$ cat src/logic/nvc_pkg.sv
/*
  nvc_pkg: register map, control field layout, timing constants and
  carrier types for the data store and code read controller.
  assumes a 200 MHz aclk and an AXI4-Lite slave with one word per register.
*/
package nvc_pkg;

  // ****************************************
  // register byte addresses (index times four)
  // ****************************************
  localparam logic [11:0] IDX_DATA_LOW = 12'h10C;
  localparam logic [11:0] IDX_ADDR_LOW = 12'h10D;
  localparam logic [11:0] IDX_ADDR_HIGH = 12'h10F;
  localparam logic [11:0] IDX_CONTROL = 12'h11B;
  localparam logic [11:0] IDX_UNLOCK = 12'h11C;
  localparam logic [11:0] IDX_DATA_HIGH = 12'h18E;
  localparam logic [11:0] IDX_STATUS = 12'h11D;
  localparam logic [13:0] ADDR_DATA_LOW = {IDX_DATA_LOW, 2'b00};
  localparam logic [13:0] ADDR_ADDR_LOW = {IDX_ADDR_LOW, 2'b00};
  localparam logic [13:0] ADDR_ADDR_HIGH = {IDX_ADDR_HIGH, 2'b00};
  localparam logic [13:0] ADDR_CONTROL = {IDX_CONTROL, 2'b00};
  localparam logic [13:0] ADDR_UNLOCK = {IDX_UNLOCK, 2'b00};
  localparam logic [13:0] ADDR_DATA_HIGH = {IDX_DATA_HIGH, 2'b00};
  localparam logic [13:0] ADDR_STATUS = {IDX_STATUS, 2'b00};

  // ****************************************
  // control fields
  // ****************************************
  localparam int BIT_SPACE = 7;
  localparam int BIT_TIME_HI = 5;
  localparam int BIT_TIME_LO = 4;
  localparam int BIT_FAULT = 3;
  localparam int BIT_PERMIT = 2;
  localparam int BIT_STORE = 1;
  localparam int BIT_READ = 0;
  localparam int BIT_DONE = 0;
  localparam int BIT_BUSY = 1;
  localparam int BIT_LOCKOUT = 2;
  localparam logic [7:0] KEY_FIRST = 8'h55;
  localparam logic [7:0] KEY_SECOND = 8'hAA;
  localparam logic [4:0] ADDR_HIGH_MASK = 5'h1F;
  localparam logic [6:0] DATA_ADDR_MASK = 7'h7F;

  // ****************************************
  // timing
  // ****************************************
  localparam int CLK_MHZ = 200;
  localparam int LIMIT_1_US = 1250;
  localparam int LIMIT_2_US = 2500;
  localparam int LIMIT_3_US = 5000;
  localparam int LIMIT_4_US = 10000;
  localparam int POWERUP_US = 16000;
  localparam int MIN_WRITE_US = 100;
  localparam int LIMIT_1_CYC = LIMIT_1_US * CLK_MHZ;
  localparam int LIMIT_2_CYC = LIMIT_2_US * CLK_MHZ;
  localparam int LIMIT_3_CYC = LIMIT_3_US * CLK_MHZ;
  localparam int LIMIT_4_CYC = LIMIT_4_US * CLK_MHZ;
  localparam int POWERUP_CYC = POWERUP_US * CLK_MHZ;
  localparam int MIN_WRITE_CYC = MIN_WRITE_US * CLK_MHZ;

  // ****************************************
  // carriers
  // ****************************************
  typedef enum logic [1:0] {
    NVC_AXI_OKAY = 2'b00,
    NVC_AXI_SLVERR = 2'b10
  } nvc_resp_type;

  typedef struct packed {
    logic space_select;
    logic [1:0] time_limit;
    logic write_fault;
    logic write_permit;
    logic store_trigger;
    logic read_trigger;
  } nvc_control_type;

  typedef struct packed {
    logic req;
    logic space;
    logic [12:0] addr;
  } nvc_read_req_type;

  typedef struct packed {
    logic req;
    logic [6:0] addr;
    logic [7:0] data;
  } nvc_write_req_type;

endpackage

$ cat src/logic/nvc_write_timer.sv
/*
  nvc_write_timer: times one store cycle of the data array.
  assumes start is a one-cycle pulse and the array reports verify_ok.
*/
module nvc_write_timer #(
  parameter int LIMIT_1 = nvc_pkg::LIMIT_1_CYC,
  parameter int LIMIT_2 = nvc_pkg::LIMIT_2_CYC,
  parameter int LIMIT_3 = nvc_pkg::LIMIT_3_CYC,
  parameter int LIMIT_4 = nvc_pkg::LIMIT_4_CYC
) (
  // clock and reset
  input wire logic aclk,
  input wire logic aresetn,
  // control
  input wire logic start,
  input wire logic [1:0] time_sel,
  input wire logic verify_ok,
  // result
  output logic busy,
  output logic done
);

  logic [31:0] count;
  logic [31:0] limit;
  logic [1:0] sel;
  wire expired = (count + 32'h1 >= limit);

  always_comb begin
    case (sel)
      2'b00: limit = 32'(LIMIT_1);
      2'b01: limit = 32'(LIMIT_2);
      2'b10: limit = 32'(LIMIT_3);
      default: limit = 32'(LIMIT_4);
    endcase
  end

  // the limit is frozen at start so a later field change cannot stretch it
  always_ff @(posedge aclk) begin
    if (!aresetn) begin
      busy <= 1'b0;
      done <= 1'b0;
      count <= 32'h0;
      sel <= 2'b00;
    end else begin
      done <= 1'b0;
      if (start && !busy) begin
        busy <= 1'b1;
        count <= 32'h0;
        sel <= time_sel;
      end else if (busy) begin
        count <= count + 32'h1;
        if (verify_ok || expired) begin
          busy <= 1'b0;
          done <= 1'b1;
        end
      end
    end
  end

endmodule

$ cat src/logic/nvc_top.sv
/*
  nvc_top: indirect access controller for a 128-byte data store and
  read-only 8K-word code memory, reached over AXI4-Lite.
  assumes single-cycle synchronous arrays outside, an external write fault
  cause (low-voltage or watchdog reset) flagged on fault_reset_cause.
*/
module nvc_top #(
  parameter int POWERUP_CYCLES = nvc_pkg::POWERUP_CYC,
  parameter int LIMIT_1 = nvc_pkg::LIMIT_1_CYC,
  parameter int LIMIT_2 = nvc_pkg::LIMIT_2_CYC,
  parameter int LIMIT_3 = nvc_pkg::LIMIT_3_CYC,
  parameter int LIMIT_4 = nvc_pkg::LIMIT_4_CYC
) (
  // clock and reset
  input wire logic aclk,
  input wire logic aresetn,
  input wire logic fault_reset_cause,
  // axi4-lite write
  input wire logic [13:0] s_axi_awaddr,
  input wire logic s_axi_awvalid,
  output logic s_axi_awready,
  input wire logic [31:0] s_axi_wdata,
  input wire logic [3:0] s_axi_wstrb,
  input wire logic s_axi_wvalid,
  output logic s_axi_wready,
  output logic [1:0] s_axi_bresp,
  output logic s_axi_bvalid,
  input wire logic s_axi_bready,
  // axi4-lite read
  input wire logic [13:0] s_axi_araddr,
  input wire logic s_axi_arvalid,
  output logic s_axi_arready,
  output logic [31:0] s_axi_rdata,
  output logic [1:0] s_axi_rresp,
  output logic s_axi_rvalid,
  input wire logic s_axi_rready,
  // memory arrays
  output nvc_pkg::nvc_read_req_type mem_read,
  input wire logic [15:0] mem_rdata,
  output nvc_pkg::nvc_write_req_type mem_write,
  input wire logic mem_verify_ok,
  // core
  output logic core_stall,
  output logic write_done_flag
);

  // ****************************************
  // state
  // ****************************************
  typedef enum {UNLOCK_IDLE, UNLOCK_FIRST, UNLOCK_ARMED} nvc_unlock_type;
  typedef enum {RD_IDLE, RD_SLOT, RD_LATCH} nvc_rd_type;

  nvc_unlock_type unlock;
  nvc_rd_type rd_state;
  nvc_pkg::nvc_control_type ctrl;
  logic [7:0] addr_low;
  logic [4:0] addr_high;
  logic [7:0] data_low;
  logic [7:0] data_high;
  logic [31:0] lockout_count;
  logic lockout;
  logic aw_held;
  logic w_held;
  logic [13:0] aw_addr;
  logic [31:0] w_data;
  logic [3:0] w_strb;
  logic wr_busy;
  logic wr_done;
  logic started;

  // ****************************************
  // decode
  // ****************************************
  function automatic logic mapped(input logic [13:0] a);
    mapped = (a == nvc_pkg::ADDR_DATA_LOW) || (a == nvc_pkg::ADDR_ADDR_LOW) ||
      (a == nvc_pkg::ADDR_ADDR_HIGH) || (a == nvc_pkg::ADDR_CONTROL) ||
      (a == nvc_pkg::ADDR_UNLOCK) || (a == nvc_pkg::ADDR_DATA_HIGH) ||
      (a == nvc_pkg::ADDR_STATUS);
  endfunction

  wire have_aw = aw_held || s_axi_awvalid;
  wire have_w = w_held || s_axi_wvalid;
  wire [13:0] cur_aw = aw_held ? aw_addr : s_axi_awaddr;
  wire [31:0] cur_w = w_held ? w_data : s_axi_wdata;
  wire [3:0] cur_strb = w_held ? w_strb : s_axi_wstrb;
  wire do_write = have_aw && have_w && !s_axi_bvalid;
  wire lane0 = cur_strb[0];
  wire wr_ok = do_write && mapped(cur_aw) && lane0;
  wire do_read = s_axi_arvalid && s_axi_arready;
  wire hit_ctrl = wr_ok && (cur_aw == nvc_pkg::ADDR_CONTROL);
  wire hit_unlock = wr_ok && (cur_aw == nvc_pkg::ADDR_UNLOCK);
  wire hit_status = wr_ok && (cur_aw == nvc_pkg::ADDR_STATUS);
  wire hit_alow = wr_ok && (cur_aw == nvc_pkg::ADDR_ADDR_LOW);
  wire hit_ahigh = wr_ok && (cur_aw == nvc_pkg::ADDR_ADDR_HIGH);
  wire hit_dlow = wr_ok && (cur_aw == nvc_pkg::ADDR_DATA_LOW);
  wire hit_dhigh = wr_ok && (cur_aw == nvc_pkg::ADDR_DATA_HIGH);
  wire [7:0] wbyte = cur_w[7:0];
  wire set_store = hit_ctrl && wbyte[nvc_pkg::BIT_STORE];
  wire set_read = hit_ctrl && wbyte[nvc_pkg::BIT_READ] && !wr_busy;
  wire space_now = ctrl.space_select;
  wire store_legal = set_store && (unlock == UNLOCK_ARMED) &&
    ctrl.write_permit && !lockout && !space_now && !wr_busy;
  wire any_access = do_write || do_read;
  wire key_first = hit_unlock && (wbyte == nvc_pkg::KEY_FIRST);
  wire key_second = hit_unlock && (wbyte == nvc_pkg::KEY_SECOND);
  wire [7:0] ctrl_byte = {ctrl.space_select, 1'b0, ctrl.time_limit,
    ctrl.write_fault, ctrl.write_permit, ctrl.store_trigger,
    ctrl.read_trigger};
  wire [7:0] status_byte = {5'h0, lockout, wr_busy, write_done_flag};

  logic [7:0] next_rbyte;
  always_comb begin
    case (s_axi_araddr)
      nvc_pkg::ADDR_DATA_LOW: next_rbyte = data_low;
      nvc_pkg::ADDR_ADDR_LOW: next_rbyte = addr_low;
      nvc_pkg::ADDR_ADDR_HIGH: next_rbyte = {3'h0, addr_high};
      nvc_pkg::ADDR_CONTROL: next_rbyte = ctrl_byte;
      nvc_pkg::ADDR_DATA_HIGH: next_rbyte = data_high;
      nvc_pkg::ADDR_STATUS: next_rbyte = status_byte;
      default: next_rbyte = 8'h00;
    endcase
  end

  // ****************************************
  // axi4-lite slave
  // ****************************************
  always_ff @(posedge aclk) begin
    if (!aresetn) begin
      aw_held <= 1'b0;
      w_held <= 1'b0;
      aw_addr <= 14'h0;
      w_data <= 32'h0;
      w_strb <= 4'h0;
      s_axi_awready <= 1'b0;
      s_axi_wready <= 1'b0;
      s_axi_bvalid <= 1'b0;
      s_axi_bresp <= 2'b00;
    end else begin
      s_axi_awready <= !aw_held && !(s_axi_awvalid && s_axi_awready) &&
        !s_axi_bvalid;
      s_axi_wready <= !w_held && !(s_axi_wvalid && s_axi_wready) &&
        !s_axi_bvalid;
      if (s_axi_awvalid && s_axi_awready) begin
        aw_held <= 1'b1;
        aw_addr <= s_axi_awaddr;
      end
      if (s_axi_wvalid && s_axi_wready) begin
        w_held <= 1'b1;
        w_data <= s_axi_wdata;
        w_strb <= s_axi_wstrb;
      end
      if (aw_held && w_held && !s_axi_bvalid) begin
        s_axi_bvalid <= 1'b1;
        s_axi_bresp <= mapped(aw_addr) ? nvc_pkg::NVC_AXI_OKAY :
          nvc_pkg::NVC_AXI_SLVERR;
        aw_held <= 1'b0;
        w_held <= 1'b0;
      end else if (s_axi_bvalid && s_axi_bready) begin
        s_axi_bvalid <= 1'b0;
      end
    end
  end

  // write effects fire once, when both halves are held
  assign started = aw_held && w_held && !s_axi_bvalid;

  always_ff @(posedge aclk) begin
    if (!aresetn) begin
      s_axi_arready <= 1'b0;
      s_axi_rvalid <= 1'b0;
      s_axi_rdata <= 32'h0;
      s_axi_rresp <= 2'b00;
    end else begin
      s_axi_arready <= !s_axi_rvalid && !s_axi_arready;
      if (do_read) begin
        s_axi_rvalid <= 1'b1;
        s_axi_rdata <= {24'h0, next_rbyte};
        s_axi_rresp <= mapped(s_axi_araddr) ? nvc_pkg::NVC_AXI_OKAY :
          nvc_pkg::NVC_AXI_SLVERR;
      end else if (s_axi_rvalid && s_axi_rready) begin
        s_axi_rvalid <= 1'b0;
      end
    end
  end

  // ****************************************
  // unlock tracker and lockout
  // ****************************************
  wire effect = started && any_access;
  always_ff @(posedge aclk) begin
    if (!aresetn) begin
      unlock <= UNLOCK_IDLE;
    end else if (effect || do_read) begin
      case (unlock)
        UNLOCK_IDLE: unlock <= key_first && started ? UNLOCK_FIRST :
          UNLOCK_IDLE;
        UNLOCK_FIRST: unlock <= key_second && started ? UNLOCK_ARMED :
          UNLOCK_IDLE;
        UNLOCK_ARMED: unlock <= UNLOCK_IDLE;
        default: unlock <= UNLOCK_IDLE;
      endcase
    end
  end

  always_ff @(posedge aclk) begin
    if (!aresetn) begin
      lockout_count <= 32'h0;
      lockout <= 1'b1;
    end else if (lockout) begin
      lockout_count <= lockout_count + 32'h1;
      lockout <= (lockout_count + 32'h1 < 32'(POWERUP_CYCLES));
    end
  end

  // ****************************************
  // control register
  // ****************************************
  wire commit = started;
  always_ff @(posedge aclk) begin
    if (!aresetn) begin
      ctrl.space_select <= 1'b0;
      ctrl.time_limit <= 2'b00;
      ctrl.write_permit <= 1'b0;
      ctrl.store_trigger <= 1'b0;
      ctrl.write_fault <= 1'b0;
      ctrl.read_trigger <= 1'b0;
    end else begin
      ctrl.read_trigger <= (rd_state == RD_IDLE) ? (commit && set_read) :
        !((rd_state == RD_LATCH) && !mem_read.req);
      if (commit && hit_ctrl) begin
        ctrl.space_select <= wbyte[nvc_pkg::BIT_SPACE];
        ctrl.time_limit <= wbyte[nvc_pkg::BIT_TIME_HI:nvc_pkg::BIT_TIME_LO];
        ctrl.write_permit <= wbyte[nvc_pkg::BIT_PERMIT];
      end
      if (commit && store_legal) begin
        ctrl.store_trigger <= 1'b1;
      end else if (wr_done) begin
        ctrl.store_trigger <= 1'b0;
      end
      // fault flag outlives the reset cause so software sees the abort
      if (fault_reset_cause && wr_busy) begin
        ctrl.write_fault <= 1'b1;
      end else if (commit && hit_ctrl && !wbyte[nvc_pkg::BIT_FAULT]) begin
        ctrl.write_fault <= 1'b0;
      end
    end
  end

  always_ff @(posedge aclk) begin
    if (!aresetn) begin
      write_done_flag <= 1'b0;
    end else if (wr_done) begin
      write_done_flag <= 1'b1;
    end else if (commit && hit_status && wbyte[nvc_pkg::BIT_DONE]) begin
      write_done_flag <= 1'b0;
    end
  end

  // ****************************************
  // address and data registers, read sequence
  // ****************************************
  always_ff @(posedge aclk) begin
    if (!aresetn) begin
      addr_low <= 8'h00;
      addr_high <= 5'h00;
      rd_state <= RD_IDLE;
      mem_read <= '0;
    end else begin
      if (commit && hit_alow) addr_low <= wbyte;
      if (commit && hit_ahigh) addr_high <= wbyte[4:0];
      mem_read.req <= 1'b0;
      case (rd_state)
        RD_IDLE: begin
          if (commit && set_read) begin
            rd_state <= RD_SLOT;
          end
        end
        RD_SLOT: begin
          mem_read.req <= 1'b1;
          mem_read.space <= ctrl.space_select;
          mem_read.addr <= ctrl.space_select ? {addr_high, addr_low} :
            {6'h00, addr_low[6:0] & nvc_pkg::DATA_ADDR_MASK};
          rd_state <= RD_LATCH;
        end
        RD_LATCH: begin
          if (!mem_read.req) begin
            rd_state <= RD_IDLE;
          end
        end
        default: rd_state <= RD_IDLE;
      endcase
    end
  end

  // the array answers on the edge after req, so the word is taken one later
  wire latch_now = (rd_state == RD_LATCH) && !mem_read.req;
  always_ff @(posedge aclk) begin
    if (!aresetn) begin
      data_low <= 8'h00;
      data_high <= 8'h00;
    end else if (latch_now) begin
      data_low <= mem_rdata[7:0];
      if (mem_read.space) data_high <= mem_rdata[15:8];
    end else begin
      if (commit && hit_dlow) data_low <= wbyte;
      if (commit && hit_dhigh) data_high <= wbyte;
    end
  end

  // ****************************************
  // store cycle
  // ****************************************
  wire start_store = commit && store_legal;
  wire rejected = commit && set_store && !store_legal;
  always_ff @(posedge aclk) begin
    if (!aresetn) begin
      mem_write <= '0;
      core_stall <= 1'b0;
    end else begin
      mem_write.req <= start_store;
      if (start_store) begin
        mem_write.addr <= addr_low[6:0];
        mem_write.data <= data_low;
      end
      core_stall <= start_store || mem_write.req ||
        (wr_busy && !wr_done);
    end
  end

  nvc_write_timer #(
    .LIMIT_1(LIMIT_1),
    .LIMIT_2(LIMIT_2),
    .LIMIT_3(LIMIT_3),
    .LIMIT_4(LIMIT_4)
  ) u_timer (
    .aclk(aclk),
    .aresetn(aresetn),
    .start(mem_write.req),
    .time_sel(ctrl.time_limit),
    .verify_ok(mem_verify_ok),
    .busy(wr_busy),
    .done(wr_done)
  );

  // a rejected trigger never sets the bit, so it reads back as zero
  wire unused_ok = rejected | (|cur_w[31:8]) | (|s_axi_awaddr[1:0]);

endmodule

$ cat config.mk
export PLATFORM = sky130hd
export DESIGN_NAME = nvc_top
export DESIGN_NICKNAME = d
export VERILOG_FILES = /design/src/logic/nvc_pkg.sv /design/src/logic/nvc_write_timer.sv /design/src/logic/nvc_top.sv
export SDC_FILE = /design/constraint.sdc
export NUM_CORES = 1
export LEC_CHECK = 0
export ABC_AREA = 1
export BUFFER_PORTS_ARGS = -buffer_cell sky130_fd_sc_hd__buf_2
export CAP_MARGIN = 20
export CORE_MARGIN = 10
export CORE_UTILIZATION = 40
export DETAILED_ROUTE_END_ITERATION = 7
export GPL_TIMING_DRIVEN = 1
export PLACE_DENSITY = 0.57
export SLEW_MARGIN = 5
export SYNTH_ARGS = -nofsm -noshare
export SYNTH_HDL_FRONTEND = slang
export SYNTH_HIERARCHICAL = 1
export SYNTH_SLANG_ARGS = --single-unit
export TNS_END_PERCENT = 50
$ cat constraint.sdc
create_clock -name aclk -period 2.8 [get_ports aclk]
set_clock_uncertainty 0.1 [all_clocks]
set_input_delay 0.14 -clock aclk [delete_from_list [all_inputs] [get_ports aclk]]
set_output_delay 0.14 -clock aclk [all_outputs]
set_load 0.02 [all_outputs]
==> results by group <==
STA
  – Achievable Freq: 0.3929 GHz
  – RSZ-0062 raised after global routing: false
  – Final Cycle Share: between 90% and 100%
  – Final Hold Fails: 0
  – Min cycle time layout: between 2 and 3 ns
  – Post-Route Setup TNS: 0 ns
  – Max transition margin: 49.91%
  – Actual slew at the worst max-slew pin: roughly 0.74 ns
  – WHS: 0.001240 ns
  – Final setup fails: 0
  – Slew Viols, Final: 0

Synthesis
  – Post-synth EDFFs: 0
  – Syn. warnings: 6
  – Synth top cells by count: 347 x nand2_1, 235 x nor2_1, 208 x inv_1, 182 x dfxtp_1, 106 x o21ai_0
  – Sequential element share of the synthesized area: 35.54%
  – Top cells by area, synth: dfxtp_1 36%, nand2_1 13%, nor2_1 8.6%
  – Synth top area share: 35.54%
  – Synthesized instance count: roughly 1600
  – Syn Area/Cell: between 6 and 7 um2
  – Library cells used by synthesis: 48
  – Top-count cell post-synth: nand2_1
  – FF+latch count, synth: 182
  – Ys async rst share: 0%
  – Post-synth top area cell: dfxtp_1
  – Top_reg_cell synth: dfxtp_1
  – Cell Area, Synth: just over 10000 um2

GRT
  – Pin count of the biggest net entering global routing: 74
  – Total GRT Usage: between 10% and 20%
  – Grt ovf: 0
  – First-pass GRT wire length: 47.37 mm
  – Antenna violations before repair: 1
  – Vias in the first global route: between 9000 and 10000

Cells and area
  – Design Area, Final: around 12000 um2
  – Layout area overhead: 18.29%
  – Nets: between 1500 and 2000
  – Layout cells sized above 1: a little over an eighth
  – Non-filler cells, final: 2040

Detailed routing
  – Wirelength per Cell: ~14 um
  – Routed wire length: ~29 mm
  – Drt pass-1 iters: 5
  – DRC viols: 0
  – Detailed-route vias per instance: 4.820
  – Via Count: about 9800
  – First DRT Iteration DRCs: 620
  – DRT antenna net count: 0

Place
  – Routability cong.: around 0.9
  – Post-DP HPWL: 21.60 mm
  – Placed Cells incl. Taps: 1967
  – Post-DP Area: around 11000 um2
  – Port buffer count: 109

Clock tree
  – Num CTS Buffers: 17
  – Setup Fix Bufs, Post-CTS: 0
  – CTS sink cnt: between 150 and 200
  – CTS tree: built
  – CTS HTree Levels: 4
  – CTS clk-pin slew, worst paths: ~0.070 ns
  – Clock Tree Buf Depth: 2
  – Clock root buffer: clkbuf_16
  – Clock Latency Late Sink: about 0.43 ns

Floorplan
  – Initial core utilization: between 40% and 50%
  – FP Rows: 58
  – Core Area: approximately 25000 um2
  – Die area: ~32000 um2
  – Die X: ~180 um
  – # IOs: roughly 160
  – Die Ht: 180.1 um

Worst setup path
  – CP Max Fanout: 3
  – Worst EP required: about 3 ns
  – Worst EP arrival: around 2.8 ns
  – Path depth of the worst reg2reg path: 16
  – Critical path type: reg -> reg
  – Startpoint types: flip-flop
  – Setup crit end kind: flip-flop

Pwr
  – Logic pwr share: around a tenth
  – Clock power frac: between 40 and 50%
  – Sw frac: roughly a quarter
  – Sequential Power Share: about 45%
  – Peak supply drop: between 400 and 500 uV
  – Pwr Density: between 500 and 600 nW/um2
  – Switch Pwr: 0.001603 W
  – Leakage: approximately 5.6 nW
  – Internal power: 0.004466 W

Run status
  – Status: completed

Hold path
  – Hold Crit Class: in -> reg
  – Hold Path Cell Cnt: 5

Flow run
  – Max cap viols: 0
power by group through the flow:
stage | clock [W] | sequential (W) | combinational [W]
3_3_place_gp | 0 | 0.00278 | 0.000566
4_1_cts | 0.00277 | 0.00273 | 0.000619
6_report | 0.00272 | 0.00273 | 0.000622
2_1_floorplan | 0 | 0.00278 | 0.000420
3_5_place_dp | 0 | 0.00279 | 0.000572
5_1_grt | 0.00286 | 0.00274 | 0.000701
metal layers:
metal / routed length (um) / GRT usage, % / up-vias
met5: 0 / 0 / -
met4: 379 / 4.134 / 0
met3: 1350 / 3.233 / 25
met2: 12990 / 28.20 / 213
met1: 14130 / 23.17 / 4419
li1: - / - / 5176
final timing paths:
path | startpoint | end | slack (ns)
setup reg to reg | u_timer/count[7] | u_timer/busy | 0.26
hold / removal | mem_rdata[0] | data_low[0] | 0.001
hold reg to reg | s_axi_arready | s_axi_arready | 0.34
setup / recovery | u_timer/count[7] | u_timer/busy | 0.26
cell families after synthesis:
kind of cell	Yosys count	share of synthesized area (%)
XOR/XNOR	40	3.417
flip-flops	182	35.54
AND/OR/NAND/NOR	754	31.72
AO/OA/AOI/OAI	268	14.43
buffers and inverters	292	12.18
adder cells (fa/ha/maj)	22	2.685
other	1	0.03658
critical path, cell delays in order (launching register included):
cell and delay (ns):
dfxtp_1 0.36, nand2_1 0.11, nor2_1 0.18, nand2_1 0.11
nor2_2 0.18, xor2_1 0.23, ha_1 0.28, a21o_1 0.18
a21oi_1 0.15, nand3_1 0.10, nand2_1 0.07, nand3_1 0.08
nand2_1 0.07, nand2_1 0.05, nand2_1 0.07, nand3_1 0.09
nand2_1 0.07
per-stage QoR:
step | setup slack [ns] | total power, W | utilization, %
2_1_floorplan | 0.5427 | 0.003202 | -
3_3_place_gp | 0.2803 | 0.003350 | 43.84
3_5_place_dp | 0.2194 | 0.003357 | 43.84
4_1_cts | 0.1784 | 0.006119 | 48.05
5_1_grt | 0.009678 | 0.006296 | 48.16
6_report | 0.2550 | 0.006069 | 48.16
area by class of cell:
class	count	area [um2]
antenna	1	2.502
timing repair buffer	168	1114
inverter	217	817.0
clock buffer	19	452.9
tap	330	412.9
sequential	182	3649
fill	2579	13050
multi-input combinational	1110	5474
clock inverter	13	206.4
state kept, by name, indices dropped and copies added, names as in the netlist, 2 cells and up:
| register | count |
|---|---|
| u_timer/sel | 2 |
| unlock | 2 |
| s_axi_rdata | 8 |
| rd_state | 2 |
| u_timer/count | 32 |
| mem_write | 16 |
| aw_addr | 14 |
| data_low | 8 |
| addr_low | 8 |
| lockout_count | 32 |
| addr_high | 5 |
| w_data | 8 |
| mem_read | 15 |
| ctrl | 6 |
| data_high | 8 |
layout by cell type (no fill, tap or decap), types with 8 or more instances in the layout:
cell,synthesis,layout
nor2_2,14,13
o22ai_1,13,13
nor2_1,235,234
nor2_4,6,8
nand4_1,18,18
buf_2,3,109
o211ai_1,13,13
or2_2,8,8
o21ai_0,106,105
o21ai_1,9,10
dfxtp_1,182,178
nand2_2,11,11
ha_1,22,22
buf_4,29,17
dlygate4sd3_1,0,40
nand2_1,347,347
inv_1,208,208
xor2_1,34,33
a21oi_1,103,103
nor3_1,22,22
conb_1,1,26
clkbuf_16,0,17
nand3_1,64,64
timing repair:
action                     CTS  global route
hold endpoints to repair    40             0
hold buffers                40             0
gates resized for setup      0             9
setup endpoints to repair    0            32
Note: power is estimated with default switching activity, not from simulation.
